===== src/swdt_pkg.sv =====
// Package of constants for the system watchdog timer
package swdt_pkg;
    // ****************************************************************
    // Register map (byte addresses)
    // ****************************************************************
    localparam logic [11:0] SWDT_CTRL_OFF   = 12'h000;
    localparam logic [11:0] SWDT_CLEAR_OFF  = 12'h004;
    localparam logic [11:0] SWDT_COUNT_OFF  = 12'h008;
    localparam logic [11:0] SWDT_STAT_OFF   = 12'h00C;
    localparam logic [11:0] SWDT_IRQ_EN_OFF = 12'h010;
    localparam logic [11:0] SWDT_IRQ_CLR_OFF = 12'h014;

    // ****************************************************************
    // Field positions
    // ****************************************************************
    localparam int CTRL_ENABLE_BIT  = 0;
    localparam int CTRL_AUTOCLR_BIT = 1;
    localparam int CTRL_TSEL_LSB    = 4;
    localparam int STAT_TIMEOUT_BIT = 0;
    localparam int STAT_CLEARED_BIT = 1;
    localparam int STAT_CAUSE_BIT   = 2;
    localparam int STAT_RUNNING_BIT = 3;
    localparam int IRQ_TIMEOUT_BIT  = 0;
    localparam int IRQ_CLEARED_BIT  = 1;

    // ****************************************************************
    // Values and timing
    // ****************************************************************
    localparam logic [1:0]  CLEAR_PATTERN    = 2'h1;
    localparam logic [1:0]  TSEL_RESET       = 2'h0;
    localparam logic [1:0]  IRQ_RESET        = 2'h0;
    localparam logic [31:0] SWDT_SLVERR_DATA = 32'h00000000;
    localparam int          CLK_HZ           = 100_000_000;
    localparam int          TICK_HZ          = 1;
    localparam int          TICK_DIV_DEF     = CLK_HZ / TICK_HZ;
    localparam int          TIMEOUT_MIN_S    = 2;
    localparam int          TIMEOUT_MAX_S    = 128;
    localparam int          CNT_W            = 8;

    typedef enum logic [1:0] {
        SWDT_ST_OFF     = 2'b00,
        SWDT_ST_RUN     = 2'b01,
        SWDT_ST_EXPIRED = 2'b11
    } swdt_state_t;
endpackage


===== src/swdt_tick.sv =====
// Tick divider that stands in for the internal oscillator
`timescale 1ns/1ps
module swdt_tick
    import swdt_pkg::*;
#(
    parameter int DIV = TICK_DIV_DEF
) (
    input  wire logic i_clk,
    input  wire logic i_rst_n,
    input  wire logic i_run,
    output logic      o_tick
);
    typedef struct packed {
        logic [31:0] cnt;
        logic        tick;
    } swdt_tick_st_t;

    swdt_tick_st_t st_reg;
    swdt_tick_st_t st_next;

    always_comb begin
        st_next      = st_reg;
        st_next.tick = 1'b0;
        if (!i_run) begin
            st_next.cnt = 32'h00000000;
        end else if (st_reg.cnt >= 32'(DIV - 1)) begin
            st_next.cnt  = 32'h00000000;
            st_next.tick = 1'b1;
        end else begin
            st_next.cnt = st_reg.cnt + 32'h00000001;
        end
    end

    always_ff @(posedge i_clk or negedge i_rst_n) begin
        if (!i_rst_n) begin
            st_reg <= '0;
        end else begin
            st_reg <= st_next;
        end
    end

    assign o_tick = st_reg.tick;
endmodule


===== src/swdt_top.sv =====
// System watchdog timer with APB registers and interrupt
//
// The address map and register access over APB are this design's own decisions.
`timescale 1ns/1ps
module swdt_top
    import swdt_pkg::*;
#(
    parameter int         TICK_DIV = TICK_DIV_DEF,
    parameter logic [7:0] TOUT_S0  = 8'h02,
    parameter logic [7:0] TOUT_S1  = 8'h10,
    parameter logic [7:0] TOUT_S2  = 8'h40,
    parameter logic [7:0] TOUT_S3  = 8'h80
) (
    input  wire logic        I_CLK_SYS,
    input  wire logic        I_RST_N,
    input  wire logic        i_PSEL,
    input  wire logic        i_PENABLE,
    input  wire logic        i_PWRITE,
    input  wire logic [11:0] i_PADDR,
    input  wire logic [31:0] i_PWDATA,
    output logic [31:0]      o_PRDATA,
    output logic             o_PREADY,
    output logic             o_PSLVERR,
    input  wire logic        i_OTP_DEFAULT_ENABLE,
    input  wire logic        i_SEQUENCER_SLOT_ONE_EN,
    input  wire logic        i_SEQUENCER_SLOT_TWO_EN,
    input  wire logic        i_BIDIR_RESET_IO_IN,
    input  wire logic        i_CAUSE_FLAG_CLR,
    output logic             o_BIDIR_RESET_IO_OUT,
    output logic             o_BIDIR_RESET_IO_OE,
    output logic             o_GLOBAL_SHUTDOWN,
    output logic             o_WATCHDOG_CAUSE_FLAG,
    output logic             o_IRQ
);
    // ****************************************************************
    // State
    // ****************************************************************
    typedef struct packed {
        swdt_state_t       fsm;
        logic              enable;
        logic              autoclr;
        logic [1:0]        tsel;
        logic [CNT_W-1:0]  count;
        logic [1:0]        irq_stat;
        logic [1:0]        irq_en;
        logic              cause;
        logic              shutdown;
        logic              rst_drive;
        logic              irq;
        logic              boot;
        logic [31:0]       prdata;
        logic              pready;
        logic              pslverr;
    } swdt_st_t;

    swdt_st_t st_reg;
    swdt_st_t st_next;
    logic     tick;

    // Period of a timeout code in ticks
    function automatic logic [CNT_W-1:0] swdt_limit(input logic [1:0] code);
        case (code)
            2'h0:    swdt_limit = TOUT_S0;
            2'h1:    swdt_limit = TOUT_S1;
            2'h2:    swdt_limit = TOUT_S2;
            default: swdt_limit = TOUT_S3;
        endcase
    endfunction

    swdt_tick #(
        .DIV (TICK_DIV)
    ) u_tick (
        .i_clk   (I_CLK_SYS),
        .i_rst_n (I_RST_N),
        .i_run   (st_reg.fsm == SWDT_ST_RUN),
        .o_tick  (tick)
    );

    // ****************************************************************
    // Next state
    // ****************************************************************
    logic            wr;
    logic            rd;
    logic            kick;
    logic            host_idle;
    logic [1:0]      ev;
    logic [CNT_W-1:0] limit;

    always_comb begin
        st_next         = st_reg;
        wr              = i_PSEL && i_PENABLE && i_PWRITE && !st_reg.pready;
        rd              = i_PSEL && i_PENABLE && !i_PWRITE && !st_reg.pready;
        kick            = 1'b0;
        ev              = 2'b00;
        limit           = swdt_limit(st_reg.tsel);
        st_next.pready  = 1'b0;
        st_next.pslverr = 1'b0;
        st_next.boot    = 1'b0;

        if (st_reg.boot) begin
            st_next.enable = i_OTP_DEFAULT_ENABLE;
        end

        if (wr) begin
            st_next.pready = 1'b1;
            if (i_PADDR == SWDT_CTRL_OFF) begin
                st_next.enable  = i_PWDATA[CTRL_ENABLE_BIT];
                st_next.autoclr = i_PWDATA[CTRL_AUTOCLR_BIT];
                st_next.tsel    = i_PWDATA[CTRL_TSEL_LSB +: 2];
            end else if (i_PADDR == SWDT_CLEAR_OFF) begin
                kick = (i_PWDATA[1:0] == CLEAR_PATTERN);
            end else if (i_PADDR == SWDT_IRQ_EN_OFF) begin
                st_next.irq_en = i_PWDATA[1:0];
            end else if (i_PADDR == SWDT_IRQ_CLR_OFF) begin
                st_next.irq_stat = st_reg.irq_stat & ~i_PWDATA[1:0];
            end else if (i_PADDR != SWDT_COUNT_OFF && i_PADDR != SWDT_STAT_OFF) begin
                // Error replies always carry the fixed error word
                st_next.prdata  = SWDT_SLVERR_DATA;
                st_next.pslverr = 1'b1;
            end
        end else if (rd) begin
            st_next.pready = 1'b1;
            st_next.prdata = 32'h00000000;
            if (i_PADDR == SWDT_CTRL_OFF) begin
                st_next.prdata[CTRL_ENABLE_BIT]       = st_reg.enable;
                st_next.prdata[CTRL_AUTOCLR_BIT]      = st_reg.autoclr;
                st_next.prdata[CTRL_TSEL_LSB +: 2]    = st_reg.tsel;
            end else if (i_PADDR == SWDT_CLEAR_OFF) begin
                st_next.prdata = 32'h00000000;
            end else if (i_PADDR == SWDT_COUNT_OFF) begin
                st_next.prdata[CNT_W-1:0] = st_reg.count;
            end else if (i_PADDR == SWDT_STAT_OFF) begin
                st_next.prdata[STAT_TIMEOUT_BIT] = st_reg.irq_stat[IRQ_TIMEOUT_BIT];
                st_next.prdata[STAT_CLEARED_BIT] = st_reg.irq_stat[IRQ_CLEARED_BIT];
                st_next.prdata[STAT_CAUSE_BIT]   = st_reg.cause;
                st_next.prdata[STAT_RUNNING_BIT] = (st_reg.fsm == SWDT_ST_RUN);
            end else if (i_PADDR == SWDT_IRQ_EN_OFF) begin
                st_next.prdata[1:0] = st_reg.irq_en;
            end else if (i_PADDR == SWDT_IRQ_CLR_OFF) begin
                st_next.prdata = 32'h00000000;
            end else begin
                st_next.prdata  = SWDT_SLVERR_DATA;
                st_next.pslverr = 1'b1;
            end
        end

        // Asleep when slot one is off; off when both slots are off
        host_idle = !i_SEQUENCER_SLOT_ONE_EN
                  || (!i_SEQUENCER_SLOT_ONE_EN && !i_SEQUENCER_SLOT_TWO_EN);
        if (st_reg.autoclr && host_idle) begin
            kick = 1'b1;
        end

        case (st_reg.fsm)
            SWDT_ST_OFF: begin
                st_next.count = '0;
                if (st_reg.enable) begin
                    st_next.fsm = SWDT_ST_RUN;
                end
            end
            SWDT_ST_RUN: begin
                if (!st_reg.enable) begin
                    st_next.fsm   = SWDT_ST_OFF;
                    st_next.count = '0;
                end else if (kick) begin
                    st_next.count = '0;
                    ev[IRQ_CLEARED_BIT] = 1'b1;
                end else if (tick) begin
                    if (st_reg.count + 1'b1 >= limit) begin
                        st_next.fsm       = SWDT_ST_EXPIRED;
                        st_next.rst_drive = 1'b1;
                        st_next.shutdown  = 1'b1;
                        st_next.cause     = 1'b1;
                        ev[IRQ_TIMEOUT_BIT] = 1'b1;
                    end
                    st_next.count = CNT_W'(st_reg.count + 1'b1);
                end
            end
            SWDT_ST_EXPIRED: begin
                // Held until the device is reset by the power controller
                st_next.rst_drive = 1'b1;
                st_next.shutdown  = 1'b1;
            end
            default: begin
                st_next.fsm = SWDT_ST_OFF;
            end
        endcase

        if (i_CAUSE_FLAG_CLR && !ev[IRQ_TIMEOUT_BIT]) begin
            st_next.cause = 1'b0;
        end
        // Set wins over a simultaneous clear
        st_next.irq_stat = st_next.irq_stat | ev;
        st_next.irq      = |(st_next.irq_stat & st_next.irq_en);
    end

    // ****************************************************************
    // Registers
    // ****************************************************************
    always_ff @(posedge I_CLK_SYS or negedge I_RST_N) begin
        if (!I_RST_N) begin
            st_reg          <= '0;
            st_reg.fsm      <= SWDT_ST_OFF;
            st_reg.tsel     <= TSEL_RESET;
            st_reg.irq_en   <= IRQ_RESET;
            st_reg.boot     <= 1'b1;
        end else begin
            st_reg <= st_next;
        end
    end

    assign o_PRDATA              = st_reg.prdata;
    assign o_PREADY              = st_reg.pready;
    assign o_PSLVERR             = st_reg.pslverr;
    assign o_BIDIR_RESET_IO_OUT  = 1'b0;
    assign o_BIDIR_RESET_IO_OE   = st_reg.rst_drive;
    assign o_GLOBAL_SHUTDOWN     = st_reg.shutdown;
    assign o_WATCHDOG_CAUSE_FLAG = st_reg.cause;
    assign o_IRQ                 = st_reg.irq;
endmodule


===== config.mk =====
export PLATFORM = sky130hd
export DESIGN_NAME = swdt_top
export DESIGN_NICKNAME = d
export VERILOG_FILES = /design/src/swdt_pkg.sv /design/src/swdt_tick.sv /design/src/swdt_top.sv
export SDC_FILE = /design/constraint.sdc
export NUM_CORES = 1
export LEC_CHECK = 0
export ABC_CLOCK_PERIOD_IN_PS = 3600
export BUFFER_PORTS_ARGS = -buffer_cell sky130_fd_sc_hd__buf_2
export CORE_AREA = 2 2 85 87
export DETAILED_ROUTE_END_ITERATION = 8
export DIE_AREA = 0 0 87 89
export GPL_TIMING_DRIVEN = 0
export PLACE_DENSITY = 0.88
export SLEW_MARGIN = 30
export SYNTH_ARGS = -nofsm -noshare
export SYNTH_HDL_FRONTEND = slang
export SYNTH_SLANG_ARGS = --single-unit
export TNS_END_PERCENT = 5

===== constraint.sdc =====
create_clock -name I_CLK_SYS -period 3.6 [get_ports I_CLK_SYS]
set_clock_uncertainty 0.2 [all_clocks]
set_input_delay 0.54 -clock I_CLK_SYS [delete_from_list [all_inputs] [get_ports I_CLK_SYS]]
set_output_delay 0.54 -clock I_CLK_SYS [all_outputs]
set_load 0.03 [all_outputs]

### Word level (Yosys, flattened, before mapping)

Index checks and enable logic that the tools add are counted.

| cells by class | value |
|---|---|
| $add $sub $neg | 2 |
| $lt $le $gt $ge | 2 |
| equal/unequal tests | 27 |
| muxes and demuxes | 77 |
| bitwise logic cells | 5 |
| reduce and logical (&&, ||, !) cells | 32 |

Operators with widths:

| operator | number |
|---|---|
| $mux 32 | 15 |
| $mux 34 | 2 |
| $add 32x1->32 const B | 1 |
| $ge 32x27->1 const B | 1 |
| $mux 8 | 4 |
| $mux 30 | 1 |
| $mux 2 | 14 |
| $mux 28 | 1 |
| $mux 26 | 1 |
| $eq 12x4->1 const B | 2 |
| $eq 12x5->1 const B | 2 |
| $mux 1 | 24 |
| $mux 24 | 1 |
| $mux 4 | 6 |
| $ne 12x4->1 const B | 2 |
| $pmux 8 s3 | 1 |
| $ne 2x2->1 const B | 9 |
| $pmux 8 s2 | 1 |
| $reduce_and 5->1 | 3 |
| $reduce_bool 2->1 | 7 |
| $eq 12x3->1 const B | 1 |
| $logic_not 12->1 | 1 |
| $mux 3 | 4 |
| $logic_and 1x1->1 | 9 |
| other kinds (19) | 32 |

| storage, ports and cells | value |
|---|---|
| register bits | 90 |
| input bits | 54 |
| output and inout port bits | 39 |
| word-level logic and storage cells | 162 |

### Logic depth before layout (Yosys ltp)

Gate-level depths: netlist of run 1.

| depth | value |
|---|---|
| word-level depth | 15 |
| gate-level depth with buffers | 10 |
| mapped depth without buffers | 10 |

### Modules after synthesis

A second synthesis of run 1 with hierarchy kept.

| unflattened totals | value |
|---|---|
| cells, all modules | 371 |
| area, all modules | 3,842.4 µm² |

Modules (own cells, without submodules):

| module | times used | cells an instance | area each (µm²) | sequential area each (µm²) |
|---|---|---|---|---|
| swdt_top | 1 | 212 | 2,028.2 | 802.0 |
| swdt_tick | 1 | 159 | 1,814.2 | 825.8 |

### Worst setup path after synthesis of run 1

Ideal clock, no wire load.

| timing | value |
|---|---|
| kind | register to register |
| start | reg st_reg[43] in the netlist's numbering |
| end | reg st_reg, in the netlist o_GLOBAL_SHUTDOWN |
| library setup time | 0.126 ns |
| data arrival time | 2.255 ns |
| data required time | 3.274 ns |
| slack | 1.019 ns |
| stages on the path, launching flop included | 11 |
| buffers on the path | 0 |
| clock period less this slack | 2.581 ns |
| path through | dfrtp_1 > ha_1 > nand3_1 > nor2_1 > xor2_1 > ha_1 > o21a_1 > o21ai_0 > a31oi_1 > or3_1 > a311o_1 |

| on the way | value |
|---|---|
| word-level cells in the longest chain between the ends | 4 |

RTL lines:

| item | line | source |
|---|---|---|
| from (decl) | swdt_top.sv:56 | `swdt_st_t st_reg;` |
| from (signal assigned) | swdt_top.sv:208 | `st_reg <= st_next;` |
| $add 8x1->8 | swdt_top.sv:169 | `if (st_reg.count + 1'b1 >= limit) begin` |
| $ge 8x8->1 | swdt_top.sv:169 |  |
| $ne 2x2->1 (no source line) | n/a |  |
| $reduce_and 5->1 (no source line) | n/a |  |

No other way between the ends.
A chain may end at the register's enable or synchronous reset.

### Worst setup path in the final report of run 1

Ends and elaborated chain as after synthesis.

==> results.json, run 1 <==
{
  "status": "finished, final reports clean",
  "gp_congestion": 0.849,
  "nets": 483,
  "crit_chain": "ha_1 -> nand3_1 -> nor2_1 -> xor2_1 -> ha_1 -> o21a_1 -> o21ai_0 -> a31oi_1 -> or3_1 -> a311o_1",
  "fin_area_sq_mm": 0.00416,
  "fin_crit_sh": 0.830,
  "portBuffers": 37,
  "grt_max_degree": 66,
  "rsz0062_at_grt": "false",
  "critPathBufInv": 0,
  "setup_tns_ns": 0,
  "dp_hpwl_mm": 4.95,
  "cts_hold_buf": 0,
  "synth-edff-count": 0,
  "max_slew_margin": 0.484,
  "clock_path_buffers": 2,
  "syn_inst": 345,
  "dp_slack_ns": 0.697,
  "multi_input_area_sq_mm": 0.00167,
  "period_needed_ns": 2.99,
  "r2r-start": "st_reg[43]$_DFFE_PN0P_",
  "antenna_found_initial": 0,
  "swShare": 0.248,
  "post_dp_cell_area_sq_mm": 0.00390,
  "p_sw_mw": 0.451,
  "avgSynthCellArea_sq_um": 10.1,
  "die_y_um": 89,
  "clkPwrFrac": 0.441,
  "netlist_area_sq_mm": 0.00350,
  "cts_resized": 0,
  "h-tree-depth": 3,
  "finalWorstSetupSlack_ns": 0.612,
  "die_x_um": 87,
  "overflow": 0,
  "yosysWarnings": 0,
  "crit_arrival_ns": 3.03,
  "ios": 93,
  "grt_pass1_wl_mm": 11.8,
  "routed_wirelength_mm": 6.74,
  "clk_latency_ns": 0.35,
  "p_leak_nw": 1.96,
  "critPathLaunchType": "flip-flop",
  "slowest_stage": "dfrtp_1",
  "drt_pass1_iterations": 7,
  "clock-sinks": 65,
  "crit_start": "st_reg[43]$_DFFE_PN0P_",
  "p_comb_frac": 0.126,
  "crit_top_cell": "ha_1",
  "yosys-top-cells-area": "dfrtp_1 46%, buf_4 7.3%, xor2_1 4.8%",
  "worst_slew_pin_slew_ns": 0.773,
  "wl_per_cell_um": 13.3,
  "async_flop_share": 1.00,
  "core_area_sq_mm": 0.00672,
  "globalRouteTotalUtil": 0.194,
  "yosys.cell_count.top_type": "dfrtp_1",
  "yosys.area.top_type_share": 0.457,
  "area_growth_pct": 18.8,
  "ir_worst_vdd_mv": 0.353,
  "seqPwrFrac": 0.433,
  "cts_setup_buffers": 0,
  "fin_total_pwr_mw": 1.82,
  "n_fill_cell": 550,
  "via_count": 2716,
  "cts_buffers": 9,
  "via_per_inst": 5.35,
  "largest_register_ffs": 32,
  "drive_gt1_frac": 0.250,
  "hold_viol_final": 0,
  "drtAntennaViolNets": 0,
  "synth_cell_types": 61,
  "drc": 0,
  "hold_path.class": "in2async",
  "clk_pin_slew_worst_paths_ns": 0.07,
  "cp.required_ns": 3.64,
  "design.die.area_sq_mm": 0.00774,
  "setup_viol": 0,
  "synth_seq_cells": 65,
  "max_freq_mhz": 335,
  "synthTopCellsByCount": "64 x dfrtp_1, 38 x nor2_1, 34 x buf_4",
  "crit_fanout": 6,
  "cts_tree": "yes",
  "synth_top_area_cell": "dfrtp_1",
  "antenna_cells": 0,
  "seqCellArea_sq_mm": 0.00163,
  "fp-row-count": 30,
  "start_util": 0.521,
  "drv_cap": 0,
  "end_kind": "flip-flop",
  "cpPeakStageDelay_ns": 0.50,
  "slew_viol_final": 0,
  "synthFlopType": "dfrtp_1",
  "critPathKind": "reg2reg",
  "internal_power_mw": 1.37,
  "grt_pass1_vias": 2705,
  "power_density_mw_per_mm2": 438,
  "cp_top_family": "compound AO/OA/AOI/OAI gates",
  "ys_seq_area_frac": 0.465,
  "drt-initial-drc-count": 118,
  "clockRootBuffer": "clkbuf_8"
}
[area by class of cell]
cell class | count | area share
Sequential cell | 65 | 0.391
Inverter | 11 | 0.00993
Clock inverter | 6 | 0.0313
Clock buffer | 10 | 0.0307
Timing Repair Buffer | 37 | 0.0451
Tap cell | 80 | 0.0241
Buffer | 39 | 0.0665
Multi-Input combinational cell | 260 | 0.401
[power by group through the flow]
stage / logic [mW] / registers [mW] / clock network, mW
2_1_floorplan: 0.138 / 0.819 / 0
3_3_place_gp: 0.224 / 0.799 / 0
3_5_place_dp: 0.229 / 0.801 / 0
4_1_cts: 0.230 / 0.788 / 0.819
5_1_grt: 0.251 / 0.790 / 0.849
6_report: 0.229 / 0.789 / 0.803
[final timing paths]
path                       cells after the start  slack (ns)                                 to
setup / recovery                              10        0.61      o_GLOBAL_SHUTDOWN$_DFFE_PN0P_
hold / removal                                 1        0.07        u_tick.st_reg[13]$_DFF_PN0_
setup reg to reg                              10        0.61      o_GLOBAL_SHUTDOWN$_DFFE_PN0P_
hold reg to reg                                1        0.32         u_tick.st_reg[1]$_DFF_PN0_
max in group asynchronous                      1        2.63         u_tick.st_reg[6]$_DFF_PN0_
min in group I_CLK_SYS                         2        0.15  o_WATCHDOG_CAUSE_FLAG$_DFFE_PN0P_
[cells by family after synthesis]
group | count (synthesis) | synth area share
and+or+nand+nor | 137 | 0.215
DFF | 65 | 0.465
AOI/OAI and AO/OA | 50 | 0.111
buffers and inverters | 50 | 0.0908
xor gates and xnor gates | 28 | 0.0701
muxes | 8 | 0.0254
adders and majority gates | 6 | 0.0214
other | 1 | 0.00107
[stage by stage]
step / utilization / cells / hold WS (ns)
3_5_place_dp: 0.581 / 492 / 0.297
2_1_floorplan: - / 375 / 0.0444
3_3_place_gp: 0.580 / 492 / 0.281
5_1_grt: 0.619 / 508 / 0.137
6_report: 0.619 / 508 / 0.0709
4_1_cts: 0.619 / 508 / 0.0923
[per-layer routing]
layer	GRT usage	routed length, um	share of wire	vias up
met2	0.346	3470	0.51	70
met5	0	0	0	-
met1	0.219	2800	0.42	1317
met4	0.0739	118	0.018	0
met3	0.0591	348	0.052	17
li1	-	-	-	1312
[placed cells by master (no fill, tap or decap), types with 7 or more instances in the layout]
master,n
buf_4,35
xor2_1,19
o21ai_0,7
inv_1,11
clkbuf_8,9
conb_1,31
nor2_1,38
nand2_1,22
dfrtp_1,64
nand3_1,19
buf_2,38
xnor2_1,9
nand4_1,9
Note: power is estimated with default switching activity, not from simulation.
==> inputs of run 2 (changes only) <==
Settings changed: ABC_CLOCK_PERIOD_IN_PS 3600 to 3100.
Clock period 3.6 ns to 3.1 ns, I/O delays scaled along.
==> run 2 against run 1 <==
  * The flow now finishes with violations (negative hold slack)
  * Register-to-register slack worse by 0.42 ns
  * Clock power increased by 16%
  * Critical path depth is the same
  * Global-route usage unchanged
  * Final cell count stayed put
  * Core utilization about the same
  * Design area about the same
  * Largest power group unchanged
==> results.json, run 2 (synthesized netlist as in run 1, its figures left out) <==
{
  "status": "finished, violations left",
  "violations": "negative hold slack",
  "internal_power_mw": 1.59,
  "ir_worst_vdd_mv": 0.410,
  "power_density_mw_per_mm2": 509,
  "gp_congestion": 0.849,
  "clock_path_buffers": 2,
  "cp.required_ns": 3.14,
  "clk_latency_ns": 0.35,
  "largest_register_ffs": 32,
  "max_slew_margin": 0.485,
  "setup_viol": 0,
  "fin_crit_sh": 0.939,
  "layout_commonest_cell": "dfrtp_1",
  "grt_pass1_vias": 2705,
  "clockRootBuffer": "clkbuf_8",
  "drt_pass1_iterations": 7,
  "cts_setup_buffers": 0,
  "p_leak_nw": 1.96,
  "crit_fanout": 6,
  "core_area_sq_mm": 0.00672,
  "drv_cap": 0,
  "rsz0062_at_grt": "false",
  "setup_tns_ns": 0,
  "design.die.area_sq_mm": 0.00774,
  "crit_arrival_ns": 2.95,
  "portBuffers": 37,
  "nets": 483,
  "timing.hold.ws_ns": -0.00409,
  "fp-row-count": 30,
  "slew_viol_final": 0,
  "max_freq_mhz": 344,
  "rr_endpoint": "o_GLOBAL_SHUTDOWN$_DFFE_PN0P_",
  "via_per_inst": 5.35,
  "hold_viol_final": 13,
  "hold_path.class": "in2async",
  "dp_hpwl_mm": 4.95,
  "critPathLaunchType": "flip-flop",
  "worst_slew_pin_slew_ns": 0.773,
  "period_needed_ns": 2.91,
  "clock-sinks": 65,
  "die_y_um": 89,
  "clk_pin_slew_worst_paths_ns": 0.07,
  "antenna_cells": 0,
  "critPathKind": "reg2reg",
  "end_kind": "flip-flop",
  "grt_pass1_wl_mm": 11.8,
  "routed_wirelength_mm": 6.74,
  "grt_max_degree": 66,
  "p_sw_mw": 0.524,
  "die_x_um": 87,
  "wl_per_cell_um": 13.3,
  "cts_tree": "yes",
  "swShare": 0.248,
  "r2r_slack_ns": 0.19,
  "cts_hold_buf": 0,
  "drt-initial-drc-count": 118,
  "drc": 0,
  "start_util": 0.521,
  "drtAntennaViolNets": 0,
  "cts_buffers": 9,
  "clkPwrFrac": 0.441,
  "reg2regPathDepth": 10,
  "globalRouteTotalUtil": 0.194,
  "seqPwrFrac": 0.433,
  "h-tree-depth": 3,
  "via_count": 2716,
  "fin_util": 0.619,
  "drive_gt1_frac": 0.252,
  "area_growth_pct": 18.8,
  "p_comb_frac": 0.126,
  "mostFrequentLayoutCells": "63 x dfrtp_1, 38 x nor2_1, 38 x buf_2, 35 x buf_4, 31 x conb_1",
  "ios": 93,
  "overflow": 0,
  "antenna_found_initial": 0,
  "r2r-start": "st_reg[43]$_DFFE_PN0P_"
}
==> run 2: cell counts in the layout (fill, tap and decap cells not counted) <==
No cell type changed its count.
==> run 2: layer usage <==
layer,part of all wire,wire length (um),global-route usage,up-vias
li1,-,-,-,1312
met1,0.42,2800,0.219,1317
met2,0.51,3470,0.346,70
met3,0.052,348,0.0591,17
met4,0.018,118,0.0739,0
met5,0,0,0,-
==> run 2: worst max path at each step <==
| stage | from | end | slack [ns] | cells after the start |
|---|---|---|---|---|
| 2_1_floorplan | st_reg[43]$_DFFE_PN0P_ | o_GLOBAL_SHUTDOWN$_DFFE_PN0P_ | 0.52 | 10 |
| 5_1_grt | st_reg[44]$_DFFE_PN0P_ | o_GLOBAL_SHUTDOWN$_DFFE_PN0P_ | 0.04 | 10 |
| 3_5_place_dp | st_reg[43]$_DFFE_PN0P_ | o_GLOBAL_SHUTDOWN$_DFFE_PN0P_ | 0.20 | 10 |
| 3_3_place_gp | st_reg[43]$_DFFE_PN0P_ | o_GLOBAL_SHUTDOWN$_DFFE_PN0P_ | 0.27 | 10 |
| 4_1_cts | st_reg[43]$_DFFE_PN0P_ | o_GLOBAL_SHUTDOWN$_DFFE_PN0P_ | 0.17 | 10 |
| 6_report | st_reg[43]$_DFFE_PN0P_ | o_GLOBAL_SHUTDOWN$_DFFE_PN0P_ | 0.19 | 10 |
==> run 2: stage by stage <==
| stage | power (mW) | instance area [sq um] | cells | setup slack (ns) | hold slack (ns) |
|---|---|---|---|---|---|
| detailed placement | 1.20 | 3900 | 492 | 0.197 | 0.297 |
| global route | 2.20 | 4160 | 508 | 0.0373 | 0.0624 |
| floorplan | 1.11 | 3610 | 375 | 0.519 | -0.0306 |
| global placement | 1.19 | 3900 | 492 | 0.266 | 0.281 |
| finish | 2.12 | 4160 | 508 | 0.191 | -0.00409 |
| CTS | 2.13 | 4160 | 508 | 0.165 | 0.0173 |
==> run 2: cell type report <==
type                    count  area, sq um
inverters                  11         41.3
plain buffers              39          277
well taps                  80          100
clock buffers              10          128
fillers                   549         2560
repair buffers             37          188
flip-flops and latches     65         1630
multi-input cells         260         1670
clock inverters             6          130
==> run 2: what timing repair did <==
action / 4_1_cts / 5_1_grt
hold endpoints to repair: 0 / 0
resized for setup: 0 / 1
endpoints found under the setup margin: 0 / 1
==> run 2: worst max-delay path, cell delays in order (launching register included) <==
cell and delay (ns):
dfrtp_2 0.45, ha_1 0.25, nand3_1 0.14, nor2_1 0.18
xor2_1 0.23, ha_1 0.28, o21a_1 0.17, o21ai_0 0.15
a31oi_1 0.08, or3_1 0.36, a311o_1 0.32
==> run 2: power groups by stage <==
stage	clock network (mW)	registers [mW]	logic, mW
floorplan	0	0.952	0.161
global placement	0	0.928	0.260
detailed placement	0	0.930	0.266
CTS	0.951	0.915	0.267
global route	0.986	0.918	0.292
finish	0.933	0.916	0.266
